$ cat config.mk
export PLATFORM = sky130hd
export DESIGN_NAME = tas_signer
export DESIGN_NICKNAME = d
export VERILOG_FILES = /design/src/hdl/tas_pkg.sv /design/src/hdl/tas_key_store.sv /design/src/hdl/tas_signer.sv
export VERILOG_INCLUDE_DIRS = /design/src /design/src/hdl
export SDC_FILE = /design/constraint.sdc
export NUM_CORES = 2
export LEC_CHECK = 0
export BUFFER_PORTS_ARGS = -buffer_cell sky130_fd_sc_hd__clkbuf_2
export CORE_UTILIZATION = 29
export DETAILED_ROUTE_END_ITERATION = 8
export GPL_TIMING_DRIVEN = 0
export REMOVE_ABC_BUFFERS = 1
export SLEW_MARGIN = 20
export SYNTH_ARGS = -nofsm -noshare
export SYNTH_HDL_FRONTEND = slang
export SYNTH_SLANG_ARGS = --single-unit
$ cat constraint.sdc
create_clock -name sys_clk -period 3.87 [get_ports sys_clk]
set_input_delay 0.387 -clock sys_clk [delete_from_list [all_inputs] [get_ports sys_clk]]
set_output_delay 0.387 -clock sys_clk [all_outputs]
set_load 0.01 [all_outputs]
$ cat src/hdl/tas_regs.svh
// Purpose: Constants for the telegram authentication signature block
// Assumes: Included by bare name; definitions only
// Notes: Flags, lengths, reset values and field positions
`ifndef TAS_REGS_SVH
`define TAS_REGS_SVH

// Leading flag byte of the MAC block
`define TAS_MAC_FLAG 8'h49
// Leading flag byte of the counter block
`define TAS_CTR_FLAG 8'h01
// Encoded input length per optional data size
`define TAS_LEN_OPT0 16'h0009
`define TAS_LEN_OPT1 16'h000A
`define TAS_LEN_OPT2 16'h000B
`define TAS_LEN_OPT4 16'h000D
// Optional data size codes
`define TAS_OPT_NONE 2'h0
`define TAS_OPT_ONE 2'h1
`define TAS_OPT_TWO 2'h2
`define TAS_OPT_FOUR 2'h3
// Sequence counter value after reset
`define TAS_CTR_RESET 32'h00000000
// Key after reset; arbitrary value, stands in for the factory key
`define TAS_KEY_RESET 128'h00112233445566778899AABBCCDDEEFF
// Signature field: top four bytes of a 128-bit block
`define TAS_SIG_MSB 127
`define TAS_SIG_LSB 96

`endif

$ cat src/hdl/tas_pkg.sv
// Purpose: Types for the telegram authentication signature block
// Assumes: Constants live in tas_regs.svh
// Notes: Blocks are packed with the first-listed byte in the top bits
package tas_pkg;

    // Sequencer states
    typedef enum logic [2:0] {
        TAS_S_IDLE = 3'b000,
        TAS_S_MAC0 = 3'b001,
        TAS_S_MAC1 = 3'b010,
        TAS_S_CTR0 = 3'b011
    } tas_state_type;

    // Fields of the telegram to be signed or checked
    typedef struct packed {
        logic [31:0] hdr;       // Payload header bytes 0..3, byte 0 in top bits
        logic [7:0] status;     // Switch status byte
        logic [31:0] opt;       // Optional bytes, first byte in top bits
        logic [1:0] opt_size;   // Size code: 0, 1, 2 or 4 bytes
    } tas_telegram_type;

    // Request to the shared cipher core
    typedef struct packed {
        logic valid;            // Held high while an operation is wanted
        logic [127:0] block;    // Plain block
        logic [127:0] key;      // Cipher key
    } tas_aes_req_type;

    // Answer from the shared cipher core
    typedef struct packed {
        logic ack;              // One-cycle pulse, result valid
        logic [127:0] result;   // Cipher block
    } tas_aes_rsp_type;

endpackage : tas_pkg

$ cat src/hdl/tas_key_store.sv
// Purpose: Sixteen-byte secret key memory with registered read
// Assumes: Writes come from the near-field configuration logic
// Notes: Byte 0 sits in the top bits of the read word
`timescale 1ns/1ps
`default_nettype none
`include "tas_regs.svh"

module tas_key_store (
    input wire logic sys_clk,
    input wire logic reset,
    input wire logic wr_en,
    input wire logic [3:0] wr_idx,
    input wire logic [7:0] wr_byte,
    output logic [127:0] key_q
);

    logic [7:0] mem_q [16];     // Key bytes
    logic [7:0] mem_d [16];     // Next key bytes
    logic [127:0] key_d;        // Next read word

    // Byte write and whole-key read word
    always_comb begin
        for (int i = 0; i < 16; i++) begin
            mem_d[i] = mem_q[i];
        end
        if (wr_en) begin
            mem_d[wr_idx] = wr_byte;
        end
        for (int i = 0; i < 16; i++) begin
            key_d[127 - 8*i -: 8] = mem_q[i];
        end
    end

    // Reset loads the factory key; reads lag a write by one edge
    always_ff @(posedge sys_clk) begin
        if (reset) begin
            for (int i = 0; i < 16; i++) begin
                mem_q[i] <= 8'(`TAS_KEY_RESET >> (120 - 8*i));
            end
            key_q <= `TAS_KEY_RESET;
        end else begin
            mem_q <= mem_d;
            key_q <= key_d;
        end
    end

endmodule : tas_key_store
`default_nettype wire

$ cat src/hdl/tas_signer.sv
// Purpose: Builds and checks the 4-byte telegram signature, sequence
//          counter and key-revealing commissioning payload
// Assumes: All inputs come from logic on sys_clk; cipher core is outside
// Notes: One job at a time; requests are taken only while idle
`timescale 1ns/1ps
`default_nettype none
`include "tas_regs.svh"

module tas_signer (
    input wire logic sys_clk,
    input wire logic reset,
    input wire logic [47:0] src_addr,
    input wire tas_pkg::tas_telegram_type telegram,
    input wire logic start_send,
    input wire logic start_repeat,
    input wire logic start_verify,
    input wire logic [31:0] rx_ctr,
    input wire logic [31:0] rx_sig,
    input wire logic commission_req,
    input wire logic disable_commission,
    input wire logic key_wr_en,
    input wire logic [3:0] key_wr_idx,
    input wire logic [7:0] key_wr_byte,
    input wire tas_pkg::tas_aes_rsp_type aes_rsp,
    output tas_pkg::tas_aes_req_type aes_req_q,
    output logic busy_q,
    output logic done_q,
    output logic match_q,
    output logic [31:0] signature_q,
    output logic [31:0] ctr_q,
    output logic comm_valid_q,
    output logic [207:0] comm_payload_q
);

    // Byte swap of a 48-bit address into transmit order
    function automatic logic [47:0] le48(input logic [47:0] v);
        for (int i = 0; i < 6; i++) begin
            le48[47 - 8*i -: 8] = v[8*i +: 8];
        end
    endfunction : le48

    // Byte swap of a 32-bit counter into transmit order
    function automatic logic [31:0] le32(input logic [31:0] v);
        for (int i = 0; i < 4; i++) begin
            le32[31 - 8*i -: 8] = v[8*i +: 8];
        end
    endfunction : le32

    // Encoded input length for a size code; every code is legal
    function automatic logic [15:0] in_len(input logic [1:0] size);
        case (size)
            `TAS_OPT_NONE: in_len = `TAS_LEN_OPT0;
            `TAS_OPT_ONE: in_len = `TAS_LEN_OPT1;
            `TAS_OPT_TWO: in_len = `TAS_LEN_OPT2;
            default: in_len = `TAS_LEN_OPT4;
        endcase
    endfunction : in_len

    // Nonce: address, counter, three zero bytes
    function automatic logic [103:0] nonce(input logic [47:0] a, input logic [31:0] c);
        nonce = {le48(a), le32(c), 24'h000000};
    endfunction : nonce

    // Second MAC block: length, input data, zero fill
    function automatic logic [127:0] build_b1(input tas_pkg::tas_telegram_type t,
                                              input logic [31:0] c);
        logic [31:0] opt;
        case (t.opt_size)
            `TAS_OPT_NONE: opt = 32'h00000000;
            `TAS_OPT_ONE: opt = {t.opt[31:24], 24'h000000};
            `TAS_OPT_TWO: opt = {t.opt[31:16], 16'h0000};
            default: opt = t.opt;
        endcase
        // Unused optional bytes double as padding
        build_b1 = {in_len(t.opt_size), t.hdr, le32(c), t.status, opt, 8'h00};
    endfunction : build_b1

    logic [127:0] key_rd;                       // Current key, registered in store
    tas_pkg::tas_state_type state_q, state_d;   // Sequencer state
    logic [47:0] addr_q, addr_d;                // Address latched for the job
    logic [31:0] job_ctr_q, job_ctr_d;          // Counter used by the job
    logic [127:0] b1_q, b1_d;                   // Second MAC block
    logic [127:0] x2_q, x2_d;                   // MAC chain result
    logic verify_q, verify_d;                   // Job checks a received signature
    logic [31:0] rx_sig_q, rx_sig_d;            // Received signature
    logic [31:0] ctr_d;                         // Next device counter
    tas_pkg::tas_aes_req_type aes_req_d;        // Next cipher request
    logic busy_d, done_d, match_d, comm_valid_d;
    logic [31:0] signature_d;
    logic [207:0] comm_payload_d;
    logic launch;                               // A signing job starts now

    // Key lives in its own memory; written by the configuration port
    tas_key_store u_key_store (
        .sys_clk(sys_clk),
        .reset(reset),
        .wr_en(key_wr_en),
        .wr_idx(key_wr_idx),
        .wr_byte(key_wr_byte),
        .key_q(key_rd)
    );

    // Sequencer: three cipher passes on one shared core
    always_comb begin
        state_d = state_q;
        addr_d = addr_q;
        job_ctr_d = job_ctr_q;
        b1_d = b1_q;
        x2_d = x2_q;
        verify_d = verify_q;
        rx_sig_d = rx_sig_q;
        ctr_d = ctr_q;
        aes_req_d = aes_req_q;
        aes_req_d.key = key_rd;
        done_d = 1'b0;
        match_d = match_q;
        signature_d = signature_q;
        comm_valid_d = 1'b0;
        comm_payload_d = comm_payload_q;
        launch = 1'b0;
        case (state_q)
            tas_pkg::TAS_S_IDLE: begin
                // Fixed priority: send, repeat, verify, commissioning
                if (start_send) begin
                    job_ctr_d = ctr_q;
                    ctr_d = ctr_q + 32'h00000001;
                    verify_d = 1'b0;
                    launch = 1'b1;
                end else if (start_repeat) begin
                    // Same counter again, so the signature repeats too
                    verify_d = 1'b0;
                    launch = 1'b1;
                end else if (start_verify) begin
                    job_ctr_d = rx_ctr;
                    rx_sig_d = rx_sig;
                    verify_d = 1'b1;
                    launch = 1'b1;
                end else if (commission_req && !disable_commission) begin
                    comm_valid_d = 1'b1;
                    comm_payload_d = {le32(ctr_q), key_rd, le48(src_addr)};
                    ctr_d = ctr_q + 32'h00000001;
                end
                if (launch) begin
                    addr_d = src_addr;
                    b1_d = build_b1(telegram, job_ctr_d);
                    match_d = 1'b0;
                    aes_req_d.valid = 1'b1;
                    aes_req_d.block = {`TAS_MAC_FLAG, nonce(src_addr, job_ctr_d), 16'h0000};
                    state_d = tas_pkg::TAS_S_MAC0;
                end
            end
            tas_pkg::TAS_S_MAC0: begin
                // X1 arrives; chain it into the second block
                if (aes_rsp.ack) begin
                    aes_req_d.block = aes_rsp.result ^ b1_q;
                    state_d = tas_pkg::TAS_S_MAC1;
                end
            end
            tas_pkg::TAS_S_MAC1: begin
                // X2 arrives; encrypt the counter block next
                if (aes_rsp.ack) begin
                    x2_d = aes_rsp.result;
                    aes_req_d.block = {`TAS_CTR_FLAG, nonce(addr_q, job_ctr_q), 16'h0000};
                    state_d = tas_pkg::TAS_S_CTR0;
                end
            end
            tas_pkg::TAS_S_CTR0: begin
                // S0 arrives; T0 = X2 xor S0, keep its first four bytes
                if (aes_rsp.ack) begin
                    signature_d = x2_q[`TAS_SIG_MSB:`TAS_SIG_LSB]
                                ^ aes_rsp.result[`TAS_SIG_MSB:`TAS_SIG_LSB];
                    match_d = verify_q && (signature_d == rx_sig_q);
                    done_d = 1'b1;
                    aes_req_d.valid = 1'b0;
                    state_d = tas_pkg::TAS_S_IDLE;
                end
            end
            default: begin
                aes_req_d.valid = 1'b0;
                state_d = tas_pkg::TAS_S_IDLE;
            end
        endcase
        busy_d = (state_d != tas_pkg::TAS_S_IDLE);
    end

    // Registers; counter clears only with reset
    always_ff @(posedge sys_clk) begin
        if (reset) begin
            state_q <= tas_pkg::TAS_S_IDLE;
            addr_q <= 48'h000000000000;
            job_ctr_q <= `TAS_CTR_RESET;
            b1_q <= 128'h0;
            x2_q <= 128'h0;
            verify_q <= 1'b0;
            rx_sig_q <= 32'h00000000;
            ctr_q <= `TAS_CTR_RESET;
            aes_req_q <= '0;
            busy_q <= 1'b0;
            done_q <= 1'b0;
            match_q <= 1'b0;
            signature_q <= 32'h00000000;
            comm_valid_q <= 1'b0;
            comm_payload_q <= '0;
        end else begin
            state_q <= state_d;
            addr_q <= addr_d;
            job_ctr_q <= job_ctr_d;
            b1_q <= b1_d;
            x2_q <= x2_d;
            verify_q <= verify_d;
            rx_sig_q <= rx_sig_d;
            ctr_q <= ctr_d;
            aes_req_q <= aes_req_d;
            busy_q <= busy_d;
            done_q <= done_d;
            match_q <= match_d;
            signature_q <= signature_d;
            comm_valid_q <= comm_valid_d;
            comm_payload_q <= comm_payload_d;
        end
    end
endmodule : tas_signer
`default_nettype wire
Word-level counts from Yosys, hierarchy flattened

Cells that the tools add are included.

Latch bits: 0
Register bits: 1,153
RAM bits: 0
Memories: 0
ROM bits: 0

Shift operators: 0
Magnitude comparators: 2
Bitwise gates (word level): 9
Multipliers: 0
Add/subtract/negate cells: 1
Equal/unequal tests: 12
Reductions and logical operators: 24
Divide/modulo/power cells: 0
Muxes and demuxes: 35

Operators by type and width:

| cell                  | number |
|---|---|
| $pmux 128 s3          | 1 |
| $mux 128              | 2 |
| $mux 32               | 7 |
| $mux 129              | 1 |
| $bwmux 128            | 1 |
| $xor 128x128->128     | 1 |
| $pmux 32 s3           | 1 |
| $add 32x1->32 const B | 1 |
| $demux 8 s4           | 1 |
| $eq 32x32->1          | 1 |
| $xor 32x32->32        | 1 |
| $mux 1                | 12 |
| $mux 3                | 4 |
| $ne 2x2->1 const B    | 6 |
| $pmux 3 s4            | 1 |
| $reduce_and 4->1      | 3 |
| $pmux 3 s3            | 1 |
| $reduce_bool 3->1     | 3 |
| $mux 8                | 1 |
| $reduce_and 2->1      | 4 |
| $eq 3x2->1 const B    | 2 |
| $not 1->1             | 6 |
| $reduce_and 3->1      | 2 |
| $ge 5x5->1 const B    | 1 |
| other kinds (15)      | 19 |

Longest topological paths before layout

Depth after elaboration: 7
Gate-level depth with buffers: 9
Depth with buffers taken out: 5

Cells and area by module

Synthesis repeated with hierarchy kept, for this count alone.

Cell total of the unflattened synthesis: 4,305
Area total of the unflattened synthesis: 37,797.5 um^2

Modules (own cells, without submodules):

| module        | sequential area each (um^2) | times used | area each (um^2) | cells each |
|---|---|---|---|---|
| tas_signer    | 15,795.1                    | 1          | 29,888.7         | 3,583 |
| tas_key_store | 5,124.9                     | 1          | 7,908.8          | 722 |

Worst setup path after synthesis

OpenSTA, ideal clock, no wires.

Path type: input -> register
Start: input start_send
End: register comm_payload_q[100]
Path slack: 2.035 ns
Cell stages on the path: 9
Path buffers: 4
Data arrival time: 1.703 ns
Cells stage by stage: buf_2 nor3_2 and2_1 nand3b_1 buf_2 buf_2 clkbuf_1 nand2_1 a21oi_1

Longest elaborated chain between the ends: 2

Ends and longest elaborated chain:

| item                              | line              | RTL |
|---|---|---|
| start, declared                   | tas_signer.sv:14  | `input wire logic start_send,` |
| $not 1->1 (no source line)        | --                |  |
| $reduce_and 5->1 (no source line) | --                |  |
| end signal, assigned              | tas_signer.sv:219 | `comm_payload_q <= comm_payload_d;` |
| end, declared                     | tas_signer.sv:32  | `output logic [207:0] comm_payload_q` |

Every way passes these cells.
A chain may end at the register's enable or synchronous reset.

Worst setup path in the final report

Start: register state_q[2]
End: register comm_payload_q[76]

Longest elaborated chain between the ends: 2

Ends and longest elaborated chain:

| item                              | line              | RTL |
|---|---|---|
| start, declared                   | tas_signer.sv:79  | `tas_pkg::tas_state_type state_q, state_d;` |
| start signal, assigned            | tas_signer.sv:189 | `state_q <= tas_pkg::TAS_S_IDLE;` |
| start signal, assigned            | tas_signer.sv:205 | `state_q <= state_d;` |
| $logic_not 3->1                   | tas_signer.sv:121 | `case (state_q)` |
| $reduce_and 5->1 (no source line) | --                |  |

Every way passes these cells.

==> metrics <==
status finished clean; Vias/cell 4.75; Register-to-Register Path Depth 17; Synth Area in Simple Gates 21.1%; Fmax about 280 MHz; H-tree Lvls 3; CTS tree built; RSZ-0062 raised after global routing no; io pins between 800 and 900; core area between 0.1 and 0.15 mm2; Root Buffer clkbuf_16; worst flop-to-flop path startpoint state_q[2]; share of layout cells above drive strength 1 roughly 23%; Hold Path Class in2reg; critical path, cell by cell nor3_4 -> buf_8 -> buf_16 -> and2_1 -> nand3b_1 -> buf_8 -> buf_6 -> buf_6 -> buf_6 -> buf_8 -> buf_6 -> buf_8 -> buf_6 -> buf_6 -> buf_8 -> nand2_1 -> a21oi_1; Main synth FF type dfxtp_1; mux cell area share after synthesis under 10%; final hold viol count 0; Setup crit end kind register; PwrDens 474 mW/mm2; area leader, netlist dfxtp_1; Die H approximately 360 um; GRT Total Usage between 10% and 20%; Tot Pwr between 0.02 and 0.025 W; CP max FO 19; Crit-path slowest cell dfxtp_1; Final period util 92.9%; final wirelength 138,000 um; Register Area about 0.021 mm2; Final setup viols 0; Crit path largest cell delay between 0.5 and 0.6 ns; Yosys cell types 61; commonest non-fill, non-tap cell in the layout dfxtp_1; Rel. slew slack 28.9%; largest family of logic cells by synthesized area simple AND/OR/NAND/NOR gates; largest cells by area after synthesis dfxtp_1, nand2_1, a21oi_1; area growth from synthesis to layout 32.8%; hold_sp telegram[61]; largest net degree at the start of global routing ~130; I/O Buffers roughly 870; FFs w/ async S/R, synth 0%; CTS Sinks ~1,000; post-synthesis sequential area ratio between 50% and 60%; initial antenna violation count 26; Synth Area in Compound Gates a little over an eighth; routed len/inst about 19 um; Min Hold Slack 0.0818 ns; die footprint between 0.1 and 0.15 mm2; Mapped Area 0.0381 mm2; area of the multi-input gates about 0.016 mm2; chip width around 360 um; DRC violations left 0; maximum clock path buffer count 3; WP buf/inv 12; number of enable flip-flop cells after synthesis 0; RD Place Congestion 0.799; register bit total from synthesis 1,045; Final Skew between 0.03 and 0.04 ns; Max Cap Viol 0; Crit Path Class reg2reg; TritonCTS Buffers 112; Crit Reg-Reg Endpoint comm_payload_q[76]; fin crit period between 3 and 4 ns; reg2reg setup slack 0.27 ns; num rows around 130; drt first pass iters 6; Initial Utilization between 20% and 30%; Worst EP arrival roughly 4.2 ns; Max Slew Vio Count 0; largest vdd supply drop between 0.0004 and 0.0005 V; area share of fa/ha/maj cells after synthesis less than 1%; Setup crit start kind register; family with the most delay on the worst path buffers and inverters; Cells after Synth about 4,300; Syn Area/Cell between 8 and 9 um2; final net count 5,616; Critical Path Most Common Cell buf_6; clk slew on worst S/H paths roughly 0.060 ns; HPWL Detailed 97,100 um; yosys warns 0; first-pass GRT wire length roughly 200,000 um; antenna-violating nets left 0; DR vias ~34,000; Hold Path End b1_q[99]; Leakage 19.8 nW; hold depth 3; Iteration-0 DRC Markers around 2,800; number of fill cells 13,100; XOR/XNOR Fraction of Synth Area between 4 and 5%; Worst Path Required between 4 and 5 ns; commonest non-fill, non-tap cells in the layout dfxtp_1, nand2_1, clkbuf_2, a21oi_1, nor2_1; vias in the first global route 31,800; Least-Margin Pin Slew about 1.1 ns; clk_lat worst skew 0.72 ns; grt ovf 0; top cell type's share of synthesized area between 50% and 60%
where the power goes:
group / switching, W / internal [W] / leakage [nW]
combinational: 0.00115 / 0.000791 / 9.41
clock: 0.00459 / 0.00631 / 1.86
sequential: 0.000155 / 0.0110 / 8.49
final cells by class:
type / instances / share of cell area [%]
multi-input cells: 2939 / 31.1
clock inverters: 40 / 0.882
inverters: 18 / 0.133
clock buffers: 164 / 6.49
well taps: 1742 / 4.30
flip-flops and latches: 1045 / 41.3
diodes: 18 / 0.0889
repair buffers: 1161 / 15.7
stage by stage:
stage	instance area (um2)	std cells	worst slack (ns)	setup TNS [ns]	utilization (%)
floorplan	36700	4002	-1.86	-594.25	-
global placement	43200	6611	-14.42	-	33.2
detailed placement	44600	6679	-0.525	-18.74	34.3
CTS	50600	7106	0.0396	0	38.9
global route	50600	7118	0.119	0	39.0
finish	50700	7127	0.274	0	39.0
layer usage:
layer	share of wire, %	up-vias	track usage (%)
met1	43	15900	25.1
met4	3.5	12	7.37
met3	9.2	265	6.09
met2	45	1315	31.1
li1	-	16300	-
met5	0.050	-	0
sequential cells by signal, indices dropped and copies added, names as in the netlist, 48 cells and up:
name               count
b1_q                 108
u_key_store.key_q    128
u_key_store.key_d    128
aes_req_q            257
comm_payload_q       208
addr_q                48
cell usage after synthesis (9+ instances only):
library cell,instances
clkbuf_1,212
nor2b_1,248
o21ai_0,46
dfxtp_1,1045
nand4_1,10
a211oi_1,111
or3_1,20
nand3_1,94
a21oi_1,546
a211o_1,60
buf_1,23
xor2_1,38
nand2_1,1010
a221oi_1,78
nor3_1,13
or2_2,66
buf_2,71
xnor2_1,134
buf_4,22
inv_1,18
mux2i_1,73
nor2_1,307
nand3b_1,9
cells by family (layout without fill, tap and decap cells):
kind of cell | Yosys count | count (layout)
AOI/OAI and AO/OA | 866 | 866
DFF | 1045 | 1045
muxes | 74 | 74
and+or+nand+nor | 1816 | 1816
buffers and inverters | 353 | 1383
other | 1 | 19
xor gates and xnor gates | 178 | 178
adders and majority gates | 4 | 4
worst reg2reg max path, cell delays in order, from the launching register on:
cell,delay (ns)
dfxtp_1,0.57
nor3_4,0.12
buf_8,0.18
buf_16,0.16
and2_1,0.21
nand3b_1,0.19
buf_8,0.19
buf_6,0.18
buf_6,0.21
buf_6,0.22
buf_8,0.19
buf_6,0.18
buf_8,0.17
buf_6,0.16
buf_6,0.20
buf_8,0.18
nand2_1,0.06
a21oi_1,0.15
repair_timing:
item / 4_1_cts / 5_1_grt
gates resized for setup: 0 / 1
endpoints found under the setup margin: 60 / 14
pin swaps: 1 / 1
hold buffers: 222 / 0
endpoints found under the hold margin: 284 / 0
setup buffers: 1 / 3
worst max-delay path by stage:
| stage | start | to | slack [ns] | cells after the start |
|---|---|---|---|---|
| after floorplan | state_q[1] | comm_payload_q[0] | -1.86 | 5 |
| after global placement | state_q[1] | aes_req_q[210] | -14.42 | 4 |
| after detailed placement | state_q[0] | comm_payload_q[165] | -0.52 | 17 |
| after CTS | state_q[0] | comm_payload_q[175] | 0.04 | 17 |
| after global routing | state_q[2] | comm_payload_q[173] | 0.12 | 17 |
| final | state_q[2] | comm_payload_q[76] | 0.27 | 17 |
Power figures use the tool's default switching activity.
